<file path="src/monitor_pkg.sv">
/*
 * Package for the monitor cycle and limit compare block: register offsets,
 * configuration bit positions, reset values, channel order and pacing.
 * Assumes a single 100 MHz clock and a parallel register port.
 */
package monitor_pkg;

    // ------------------------------------------------------------------
    // Register map
    // ------------------------------------------------------------------
    localparam logic [7:0] ADDR_CONFIG       = 8'h40; // monitor_configuration
    localparam logic [7:0] ADDR_VALUE_BASE   = 8'h20; // value registers 20h..27h
    localparam logic [7:0] ADDR_TEMP_VALUE   = 8'h27;
    localparam logic [7:0] ADDR_LIMIT_BASE   = 8'h2B; // high/low pairs from 2Bh
    localparam logic [7:0] ADDR_HOT_LIMIT    = 8'h39;
    localparam logic [7:0] ADDR_HYST_LIMIT   = 8'h3A;
    localparam logic [7:0] ADDR_INT_STATUS   = 8'h41;
    localparam logic [7:0] ADDR_TEMP_CONFIG  = 8'h4B;
    localparam logic [7:0] ADDR_FAN_DAC      = 8'h19;

    // ------------------------------------------------------------------
    // Configuration bits
    // ------------------------------------------------------------------
    localparam int CFG_START_BIT   = 0;
    localparam int CFG_INT_EN_BIT  = 1;
    localparam int CFG_INT_CLR_BIT = 3;
    localparam int TEMP_LSB_BIT    = 7;

    localparam logic [7:0] CONFIG_RESET  = 8'h08;
    localparam logic [7:0] FAN_DAC_RESET = 8'hFF;
    localparam logic [7:0] LIMIT_HI_RST  = 8'hFF;
    localparam logic [7:0] LIMIT_LO_RST  = 8'h00;
    localparam logic [7:0] HOT_RST       = 8'h7F;
    localparam logic [7:0] HYST_RST      = 8'h7F;

    // ------------------------------------------------------------------
    // Channels: six voltages then temperature
    // ------------------------------------------------------------------
    localparam int NUM_CHANNELS  = 7;
    localparam int NUM_VOLTAGES  = 6;
    localparam logic [2:0] CH_FIRST = 3'h0; // core_voltage_2_input
    localparam logic [2:0] CH_TEMP  = 3'h6; // on-chip sensor, last
    localparam int TEMP_WIDTH    = 9;

    // ------------------------------------------------------------------
    // Pacing: 22.5 kHz channel clock from 100 MHz
    // ------------------------------------------------------------------
    localparam int CLK_HZ        = 100_000_000;
    localparam int CHAN_CLK_HZ   = 22_500;
    localparam int CHAN_CYCLES   = CLK_HZ / CHAN_CLK_HZ; // 4444 cycles = 44.4 us

    // Register port request, carried as one bundle
    typedef struct packed {
        logic       wr;
        logic       rd;
        logic [7:0] addr;
        logic [7:0] wdata;
    } reg_req_t;

    // Converter sample handed in by the analog front end
    typedef struct packed {
        logic                  valid;
        logic [TEMP_WIDTH-1:0] code;
    } sample_t;

endpackage : monitor_pkg

</file>
<file path="src/limit_ram.sv">
/*
 * Small register-array memory holding per-channel limits.
 * Read data comes out of a register one cycle after the address.
 * Assumes one writer and one reader in the same clock domain.
 */
module limit_ram #(
    parameter int DEPTH = 16,
    parameter int WIDTH = 8,
    parameter logic [WIDTH-1:0] INIT = '0
) (
    // Clock; no reset input
    input  wire logic                     ref_clk_in,
    // Write port
    input  wire logic                     we_in,
    input  wire logic [$clog2(DEPTH)-1:0] waddr_in,
    input  wire logic [WIDTH-1:0]         wdata_in,
    // Read port
    input  wire logic [$clog2(DEPTH)-1:0] raddr_in,
    output logic      [WIDTH-1:0]         rdata_out
);

    logic [WIDTH-1:0] mem [DEPTH];

    // ------------------------------------------------------------------
    // Storage and registered read
    // ------------------------------------------------------------------
    initial begin
        for (int i = 0; i < DEPTH; i++) begin
            mem[i] = INIT;
        end
    end

    always_ff @(posedge ref_clk_in) begin
        if (we_in) begin
            mem[waddr_in] <= wdata_in;
        end
    end

    always_ff @(posedge ref_clk_in) begin
        rdata_out <= mem[raddr_in];
    end

endmodule : limit_ram

</file>
<file path="src/monitor_cycle_limit_compare.sv">
/*
 * Round-robin monitor sequencer with value registers, limit compare,
 * temperature formatting, latched interrupt and fan DAC register.
 * Assumes the converter returns one sample per channel request and
 * that register port strobes are synchronous one-cycle pulses.
 */
// What this block does
// - Temperature result is held as a 9-bit two's complement value.
// - Temperature limit compare uses only the upper eight of nine bits.
// - Upper eight bits read at 27h; LSB reads in bit 7 of 4Bh.
// - Half degree per LSB, -128 to +127, minus half reads all ones.
// - Each voltage has high and low limits; outside either requests interrupt.
// - Hot limit sets over-temperature; it clears only below hysteresis limit.
// - Start bit one with clear bit zero begins the measurement cycle.
// - Interrupt output drives only while the interrupt-enable bit is one.
// - Channels convert one at a time, core voltage 2 first, temperature last.
// - Each completed conversion is stored into its value register automatically.
// - Sequence repeats until software writes zero to the start bit or one to the clear bit.
// - Channel counter steps at 22.5 kHz, 44.4 us per channel, seven channels.
// - Starting monitoring also starts fan measurement, then runs unsynchronised.
// - Unsigned 8-bit register sets the fan-control DAC.
// - Fan DAC register resets to all ones for full fan speed.
// - Voltage results are unsigned 8-bit codes, full scale all ones.
module monitor_cycle_limit_compare
    import monitor_pkg::*;
#(
    parameter int CHAN_PERIOD = CHAN_CYCLES
) (
    // Clock and reset
    input  wire logic       ref_clk_in,
    input  wire logic       rst_n_in,
    // Register port
    input  wire reg_req_t   reg_req_in,
    output logic      [7:0] reg_rdata_out,
    output logic            reg_rvalid_out,
    // Converter front end
    input  wire sample_t    sample_in,
    output logic      [2:0] mux_sel_out,
    output logic            convert_out,
    // Fan and interrupt
    output logic            fan_start_out,
    output logic      [7:0] fan_dac_out,
    output logic            int_n_out
);

    // ------------------------------------------------------------------
    // Declarations
    // ------------------------------------------------------------------
    typedef enum {IDLE, WAIT_SLOT, CONVERT, STORE, COMPARE} seq_state_t;

    seq_state_t  state;
    logic [7:0]  config_reg;
    logic [7:0]  value_reg [NUM_CHANNELS];
    logic        temp_lsb;
    logic [7:0]  hot_limit;
    logic [7:0]  hyst_limit;
    logic [7:0]  int_status;
    logic        over_temp;
    logic [12:0] pace_cnt;
    logic        chan_tick;
    logic [2:0]  chan;
    logic [3:0]  lim_raddr;
    logic [7:0]  hi_rdata;
    logic [7:0]  lo_rdata;
    logic        hi_we;
    logic        lo_we;
    logic [3:0]  lim_waddr;
    logic [7:0]  lim_off;
    logic        running;

    // Byte offset of an address inside the voltage limit window
    function automatic logic [7:0] limit_off(input logic [7:0] a);
        limit_off = a - ADDR_LIMIT_BASE;
    endfunction : limit_off

    assign running = config_reg[CFG_START_BIT] & ~config_reg[CFG_INT_CLR_BIT];

    // ------------------------------------------------------------------
    // Limit memories: even offsets high limits, odd offsets low limits
    // ------------------------------------------------------------------
    // Offset held on a net so its bits can be selected
    assign lim_off   = limit_off(reg_req_in.addr);
    assign lim_waddr = lim_off[4:1];
    assign hi_we = reg_req_in.wr && reg_req_in.addr >= ADDR_LIMIT_BASE &&
                   lim_off < 8'(2 * NUM_VOLTAGES) && !lim_off[0];
    assign lo_we = reg_req_in.wr && reg_req_in.addr >= ADDR_LIMIT_BASE &&
                   lim_off < 8'(2 * NUM_VOLTAGES) && lim_off[0];
    assign lim_raddr = {1'b0, chan};

    limit_ram #(.DEPTH(16), .WIDTH(8), .INIT(LIMIT_HI_RST)) u_high (
        .ref_clk_in (ref_clk_in),
        .we_in      (hi_we),
        .waddr_in   (lim_waddr),
        .wdata_in   (reg_req_in.wdata),
        .raddr_in   (lim_raddr),
        .rdata_out  (hi_rdata)
    );

    limit_ram #(.DEPTH(16), .WIDTH(8), .INIT(LIMIT_LO_RST)) u_low (
        .ref_clk_in (ref_clk_in),
        .we_in      (lo_we),
        .waddr_in   (lim_waddr),
        .wdata_in   (reg_req_in.wdata),
        .raddr_in   (lim_raddr),
        .rdata_out  (lo_rdata)
    );

    // ------------------------------------------------------------------
    // Configuration, temperature limits and fan DAC writes
    // ------------------------------------------------------------------
    always_ff @(posedge ref_clk_in) begin
        if (!rst_n_in) begin
            config_reg <= CONFIG_RESET;
            hot_limit  <= HOT_RST;
            hyst_limit <= HYST_RST;
        end else if (reg_req_in.wr) begin
            case (reg_req_in.addr)
                ADDR_CONFIG:     config_reg <= reg_req_in.wdata;
                ADDR_HOT_LIMIT:  hot_limit  <= reg_req_in.wdata;
                ADDR_HYST_LIMIT: hyst_limit <= reg_req_in.wdata;
                default: ;
            endcase
        end
    end

    // Fan DAC code is unsigned and passed straight to the converter
    always_ff @(posedge ref_clk_in) begin
        if (!rst_n_in) begin
            fan_dac_out <= FAN_DAC_RESET;
        end else if (reg_req_in.wr && reg_req_in.addr == ADDR_FAN_DAC) begin
            fan_dac_out <= reg_req_in.wdata;
        end
    end

    // ------------------------------------------------------------------
    // Channel pacing: one tick per 44.4 us slot
    // ------------------------------------------------------------------
    always_ff @(posedge ref_clk_in) begin
        if (!rst_n_in || !running) begin
            pace_cnt  <= '0;
            chan_tick <= 1'b0;
        end else if (pace_cnt == 13'(CHAN_PERIOD - 1)) begin
            pace_cnt  <= '0;
            chan_tick <= 1'b1;
        end else begin
            pace_cnt  <= pace_cnt + 13'h1;
            chan_tick <= 1'b0;
        end
    end

    // ------------------------------------------------------------------
    // Sequencer: request, store, compare, step channel
    // ------------------------------------------------------------------
    always_ff @(posedge ref_clk_in) begin
        if (!rst_n_in) begin
            state       <= IDLE;
            chan        <= CH_FIRST;
            convert_out <= 1'b0;
        end else begin
            convert_out <= 1'b0;
            case (state)
                IDLE: begin
                    chan <= CH_FIRST;
                    if (running) begin
                        state <= WAIT_SLOT;
                    end
                end
                WAIT_SLOT: begin
                    if (!running) begin
                        state <= IDLE;
                    end else if (chan_tick) begin
                        convert_out <= 1'b1;
                        state       <= CONVERT;
                    end
                end
                CONVERT: begin
                    if (sample_in.valid) begin
                        state <= STORE;
                    end
                end
                STORE:   state <= COMPARE; // value register holds the new sample here
                COMPARE: begin
                    // Wrap after the temperature slot so the cycle repeats
                    chan  <= (chan == CH_TEMP) ? CH_FIRST : chan + 3'h1;
                    state <= running ? WAIT_SLOT : IDLE;
                end
                default: state <= IDLE;
            endcase
        end
    end

    // Mux select mirrors the channel counter through a flop
    always_ff @(posedge ref_clk_in) begin
        if (!rst_n_in) begin
            mux_sel_out <= CH_FIRST;
        end else begin
            mux_sel_out <= chan;
        end
    end

    // Fan measurement start pulse on the rising edge of monitoring
    always_ff @(posedge ref_clk_in) begin
        if (!rst_n_in) begin
            fan_start_out <= 1'b0;
        end else begin
            fan_start_out <= (state == IDLE) && running;
        end
    end

    // ------------------------------------------------------------------
    // Value registers: stored without software action
    // ------------------------------------------------------------------
    always_ff @(posedge ref_clk_in) begin
        if (!rst_n_in) begin
            for (int i = 0; i < NUM_CHANNELS; i++) begin
                value_reg[i] <= '0;
            end
            temp_lsb <= 1'b0;
        end else if (state == CONVERT && sample_in.valid) begin
            if (chan == CH_TEMP) begin
                value_reg[chan] <= sample_in.code[8:1];
                temp_lsb        <= sample_in.code[0];
            end else begin
                value_reg[chan] <= sample_in.code[7:0];
            end
        end
    end

    // ------------------------------------------------------------------
    // Limit compare and latched interrupt status
    // ------------------------------------------------------------------
    // Set wins over the clear so a hit in the clearing cycle survives
    always_ff @(posedge ref_clk_in) begin
        if (!rst_n_in) begin
            int_status <= '0;
            over_temp  <= 1'b0;
        end else begin
            if (config_reg[CFG_INT_CLR_BIT]) begin
                int_status <= '0;
            end
            if (state == COMPARE) begin
                if (chan == CH_TEMP) begin
                    // Signed compare on the upper eight bits only
                    if ($signed(value_reg[CH_TEMP]) > $signed(hot_limit)) begin
                        over_temp         <= 1'b1;
                        int_status[chan]  <= 1'b1;
                    end else if ($signed(value_reg[CH_TEMP]) < $signed(hyst_limit)) begin
                        over_temp <= 1'b0;
                    end else if (over_temp) begin
                        int_status[chan] <= 1'b1;
                    end
                end else if (value_reg[chan] > hi_rdata ||
                             value_reg[chan] < lo_rdata) begin
                    int_status[chan] <= 1'b1;
                end
            end
        end
    end

    // Interrupt pin only driven when enabled, active low
    always_ff @(posedge ref_clk_in) begin
        if (!rst_n_in) begin
            int_n_out <= 1'b1;
        end else begin
            int_n_out <= ~(config_reg[CFG_INT_EN_BIT] && |int_status);
        end
    end

    // ------------------------------------------------------------------
    // Register reads, one cycle after the strobe
    // ------------------------------------------------------------------
    always_ff @(posedge ref_clk_in) begin
        if (!rst_n_in) begin
            reg_rdata_out  <= '0;
            reg_rvalid_out <= 1'b0;
        end else begin
            reg_rvalid_out <= reg_req_in.rd;
            if (reg_req_in.rd) begin
                if (reg_req_in.addr >= ADDR_VALUE_BASE &&
                    reg_req_in.addr <= ADDR_TEMP_VALUE) begin
                    // 20h..25h: voltages, 26h and 27h: temperature upper bits
                    reg_rdata_out <= (reg_req_in.addr == ADDR_TEMP_VALUE) ?
                        value_reg[CH_TEMP] :
                        value_reg[3'(reg_req_in.addr - ADDR_VALUE_BASE)];
                end else begin
                    case (reg_req_in.addr)
                        ADDR_CONFIG:      reg_rdata_out <= config_reg;
                        ADDR_INT_STATUS:  reg_rdata_out <= int_status;
                        ADDR_HOT_LIMIT:   reg_rdata_out <= hot_limit;
                        ADDR_HYST_LIMIT:  reg_rdata_out <= hyst_limit;
                        ADDR_FAN_DAC:     reg_rdata_out <= fan_dac_out;
                        ADDR_TEMP_CONFIG: reg_rdata_out <= {temp_lsb, 7'h00};
                        default:          reg_rdata_out <= 8'h00;
                    endcase
                end
            end
        end
    end

endmodule : monitor_cycle_limit_compare

</file>
<file path="config.mk">
export PLATFORM = sky130hd
export DESIGN_NAME = monitor_cycle_limit_compare
export DESIGN_NICKNAME = d
export VERILOG_FILES = /design/src/monitor_pkg.sv /design/src/limit_ram.sv /design/src/monitor_cycle_limit_compare.sv
export SDC_FILE = /design/constraint.sdc
export NUM_CORES = 1
export LEC_CHECK = 0
export BUFFER_PORTS_ARGS = -buffer_cell sky130_fd_sc_hd__clkbuf_2
export CORE_MARGIN = 2
export CORE_UTILIZATION = 32
export DETAILED_ROUTE_END_ITERATION = 16
export PLACE_DENSITY = 0.53
export SLEW_MARGIN = 20
export SYNTH_ARGS = -nofsm -noshare
export SYNTH_HDL_FRONTEND = slang
export SYNTH_HIERARCHICAL = 1
export SYNTH_SLANG_ARGS = --single-unit
</file>
<file path="constraint.sdc">
create_clock -name ref_clk_in -period 6.7 [get_ports ref_clk_in]
set_input_delay 0.335 -clock ref_clk_in [delete_from_list [all_inputs] [get_ports ref_clk_in]]
set_output_delay 0.335 -clock ref_clk_in [all_outputs]
set_load 0.005 [all_outputs]
</file>
Word-level counts from Yosys, hierarchy flattened
Memory sizes are Yosys's and may differ from the RTL's. A register that Yosys moved wholly into a read port is not among the register bits.
Cells that the tools add are included.
{"block": "op_classes", "n_addsub": 4, "bitwise": 5, "order_cmp": 10, "mux": 44, "reduce_logical": 29, "n_eq_ne": 18}
{"op": "$pmux W32 S5", "n": 1}
{"op": "$mux W32", "n": 4}
{"op": "$mux W8", "n": 12}
{"op": "$eq A32 B2 Y1 const B", "n": 2}
{"op": "$eq A32 B3 Y1 const B", "n": 2}
{"op": "$logic_not A32 Y1", "n": 2}
{"op": "$pmux W8 S6", "n": 1}
{"op": "$eq A32 B1 Y1 const B", "n": 1}
{"op": "$eq A32 B4 Y1 const B", "n": 1}
{"op": "$eq A8 B6 Y1 const B", "n": 3}
{"op": "$eq A8 B7 Y1 const B", "n": 3}
{"op": "$mux W1", "n": 20}
{"op": "$ge A8 B6 Y1 const B", "n": 2}
{"op": "$gt A8 B8 Y1", "n": 2}
{"op": "$lt A8 B8 Y1", "n": 2}
{"op": "$reduce_or A8 Y1", "n": 2}
{"op": "$add A13 B1 Y13 const B", "n": 1}
{"op": "$eq A13 B13 Y1 const B", "n": 1}
{"op": "$mux W3", "n": 4}
{"op": "$logic_and A1 B1 Y1", "n": 10}
{"op": "$reduce_and A3 Y1", "n": 3}
{"op": "$eq A8 B5 Y1 const B", "n": 1}
{"op": "$le A8 B6 Y1 const B", "n": 1}
{"op": "$lt A8 B4 Y1 const B", "n": 1}
{"op": "other kinds (19)", "n": 28}
{"block": "word_totals", "elab_cells": 130, "register_bits": 106, "mem_bits_rw": 312, "mem_count": 3, "input_bits": 30, "output_inout_bits": 23}
{"memory": "u_high.mem", "words": 16, "word_bits": 8, "rd": 1, "rd_ports_with_merged_regs": 1, "wr": 1, "line_no": "limit_ram.sv:22", "text": "logic [WIDTH-1:0] mem [DEPTH];"}
{"memory": "u_low.mem", "words": 16, "word_bits": 8, "rd": 1, "rd_ports_with_merged_regs": 1, "wr": 1, "line_no": "limit_ram.sv:22"}
{"memory": "value_reg", "words": 7, "word_bits": 8, "rd": 3, "rd_ports_with_merged_regs": 1, "wr": 7, "line_no": "monitor_cycle_limit_compare.sv:53", "text": "logic [7:0] value_reg [NUM_CHANNELS];"}

Logic depth before layout (Yosys ltp)
{"block": "logic_depth", "depth_word": 10, "ltp_mapped": 10}

Cells and area by module
The synthesis kept the hierarchy.
{"module": "limit_ram", "seq_area_each_um2": 4003.8, "n_inst": 2, "cells_per_inst": 229, "area_each_um2": 5147.4}
{"module": "monitor_cycle_limit_compare", "seq_area_each_um2": 3443.3, "n_inst": 1, "cells_per_inst": 752, "area_each_um2": 7599.8}

Worst setup path after synthesis
OpenSTA, ideal clock, no wires.
{"block": "synth_path", "path_type": "input port to flip-flop", "start": "input reg_req_in[8] in the netlist's numbering", "end": "memory u_high.mem[0][0] (enable)", "t_arrival_ns": 2.905, "path_slack_ns": 3.411, "path_stages": 8, "setup_ns": 0.383, "cell_sequence": "ha_1 > buf_2 > xnor2_1 > a2111oi_0 > o21ai_0 > nor2_1 > or3b_2 > nor3_1"}
{"block": "synth_between", "elab_chain_cells": 6, "elab_cells_between_ends": 9}
{"element": "start: declaration", "line_no": "monitor_cycle_limit_compare.sv:33", "text": "input wire reg_req_t reg_req_in,"}
{"element": "$sub A8 B6 Y8", "line_no": "monitor_cycle_limit_compare.sv:73", "text": "limit_off = a - ADDR_LIMIT_BASE;"}
{"element": "via lim_off[2]", "line_no": "monitor_cycle_limit_compare.sv:68", "text": "logic [7:0] lim_off;"}
{"element": "$lt A8 B4 Y1", "line_no": "monitor_cycle_limit_compare.sv:85", "text": "lim_off < 8'(2 * NUM_VOLTAGES) && !lim_off[0];"}
{"element": "$logic_and A1 B1 Y1", "line_no": "monitor_cycle_limit_compare.sv:84", "text": "assign hi_we = reg_req_in.wr && reg_req_in.addr >= ADDR_LIMIT_BASE &&"}
{"element": "$logic_and A1 B1 Y1", "line_no": "monitor_cycle_limit_compare.sv:85"}
{"element": "via hi_we", "line_no": "monitor_cycle_limit_compare.sv:65", "text": "logic hi_we;"}
{"element": "$mux W1", "line_no": "limit_ram.sv:34", "text": "if (we_in) begin"}
{"element": "$mux W1 (implied by the code)", "line_no": "limit_ram.sv:35", "text": "mem[waddr_in] <= wdata_in;"}
{"element": "end: declaration", "line_no": "limit_ram.sv:22"}
The timed path passes the listed nets, and every way through them passes these cells.

Worst setup path in the final report
{"block": "layout_path", "start": "input reg_req_in[9] in the netlist's numbering", "end": "memory u_high.mem[0][2] (enable)"}
The elaborated chain is that of the path after synthesis.

==> flow_summary.ini <==
[drt]
via_count = 10559
drt_iter0_drc = 905
antenna_left = 0
routed_wl_mm = 46.9
viasPerCell = 5.15
wl_per_cell_um = 22.9
drc = 0
dr.pass1.iters = 7

[die]
die_w_um = 240
rows = 86
initial_utilization_pct = 32.4
fp.dieH_um = 240
io-pin-count = 53
die_area_mm2 = 0.0578
core_mm2 = 0.0552

[run_status]
status = completed

[global_route]
grt_start_max_net_pins = 67
grt_first_pass_wirelength_mm = 69.8
grt_pass1_vias = 10562
antenna_found_initial = 2
track_usage_pct = 16.5
grt_overflow = 0

[sta]
tns_ns = 0
finalMaxSlewViolations = 0
period_share_pct = 60.9
min_period_ns = 4.08
rsz0062_at_grt = false
final-setup-viol-count = 0
hold_viol_final = 0
slew_headroom_pct = 28.5
fin_ws_ns = 2.62
tightest_slew_ns = 1.06
clock_skew_ns = 0.0236
max_freq_mhz = 245

[setup_path]
critPathKind = in2reg
cp-end-kind = register
startpoint_type = input port
cp_max_fo = 21
critPathRequiredTime_ns = 6.90
worstPathArrival_ns = 4.28

[clock_tree]
root_buffer = clkbuf_16
clockBufferDepth = 3
cts_tree = built
post_cts_buffers = 0
ctsHoldBuffers = 0
cts_buffers = 45
clkSlewWorstSetupHoldPaths_ns = 0.06
clkSinkCount = 416
htree_levels = 2
cts_resized = 0
clock_latency_ns = 0.58

[synth]
synth_top_area_cell = edfxtp_1
ys_seq_elements = 416
yosysSeqAreaShare_pct = 64.0
yosysUniqueCellTypes = 65
synth_most_common_cell = edfxtp_1
synth_edf_count = 312
synth_flop_cell = edfxtp_1
syn_area_mm2 = 0.0179
synthCells = 1210
synth_top_area_share_pct = 52.4
async_flop_share_pct = 0
avgSynthCellArea_um2 = 14.8
yosysWarnings = 6
synth_area_leaders = edfxtp_1 52%, dfxtp_1 12%, mux4_2 8.4%
synthTopCellsByCount = 312 x edfxtp_1, 111 x nor2_1, 105 x nand2_1

[power]
totalPowerFinal_mw = 5.70
power_density_mw_per_mm2 = 278
vdd_drop_max_v = 0.000193
power_leakage_nw = 7.14

[final_layout]
nets = 1329
areaGrowthSynthToFinish_pct = 14.6
drive_above_1_share_pct = 17.0
fin_util_pct = 37.1
diodes = 0
design_area_mm2 = 0.0205

[place]
port_buffers = 52
dpl.hpwl_mm = 31.1
placed_area_mm2 = 0.0189
place_congestion = 0.822
pre_cts_slack_ns = 2.03

[run]
drv_cap = 0

[hold_path]
worstHoldPathType = in2reg
## final timing paths
check | from | end | slack (ns) | depth (start not counted)
max reg2reg | register | int_status[0] | 3.43 | 8
min reg2reg | config_reg[1] | int_n_out | 0.44 | 1
max | reg_req_in[9] | u_high/mem[0][2] | 2.62 | 10
min | sample_in[8] | value_reg[6][7] | 0.05 | 2
## worst max-delay path: stages
cell and delay (ns):
clkbuf_2 0.08, buf_4 0.30, ha_1 0.66, o21ai_0 0.29
xor2_1 0.32, a2111oi_0 0.34, o21ai_0 0.19, nor2_1 0.36
or3b_2 0.55, nor3_1 0.82
## report_power, final
| part | leakage, nW | switching, mW | internal [mW] | total, mW |
|---|---|---|---|---|
| Sequential | 3.74 | 0.00976 | 2.78 | 2.79 |
| Clock | 0.786 | 1.02 | 1.69 | 2.72 |
| Combinational | 2.62 | 0.135 | 0.0541 | 0.189 |
| Total | 7.14 | 1.17 | 4.53 | 5.70 |
## routing by layer
metal,global-route usage [%],vias up,part of all wire [%]
li1,-,4768,-
met3,3.54,78,5.8
met5,0,-,0.026
met1,23.0,5408,46
met2,25.9,303,46
met4,4.37,2,2.2
## metrics by stage
step	instances	hold WS (ns)
after floorplan	1217	0.381
after global placement	1965	0.431
after detailed placement	1965	0.428
after CTS	2049	0.0313
after global routing	2049	0.0368
final	2049	0.0487
## cells in the final DEF (no fill, tap or decap), types with 35 or more instances in the layout
cell	count
a22oi_1	41
clkbuf_16	47
mux4_2	67
inv_1	41
ha_1	35
nand2_1	105
edfxtp_1	312
nand3_1	38
clkbuf_2	52
dfxtp_1	102
nor2_1	111
## area by class of cell
| cell class | instances | area [um^2] |
|---|---|---|
| Timing Repair Buffer | 62 | 335 |
| Clock buffer | 58 | 1240 |
| Inverter | 41 | 154 |
| Fill cell | 5232 | 34700 |
| Multi-Input combinational cell | 698 | 5980 |
| Clock inverter | 26 | 397 |
| Tap cell | 748 | 936 |
| Sequential cell | 416 | 11500 |
## kinds of logic after synthesis
group	synth area share (%)
AO/OA/AOI/OAI	6.09
XOR/XNOR	0.685
adder cells (fa/ha/maj)	2.45
buffers and inverters	2.83
flip-flops	64.0
multiplexers	14.8
other	0.0210
AND/OR/NAND/NOR	9.10
Note: power is estimated with default switching activity, not from simulation.
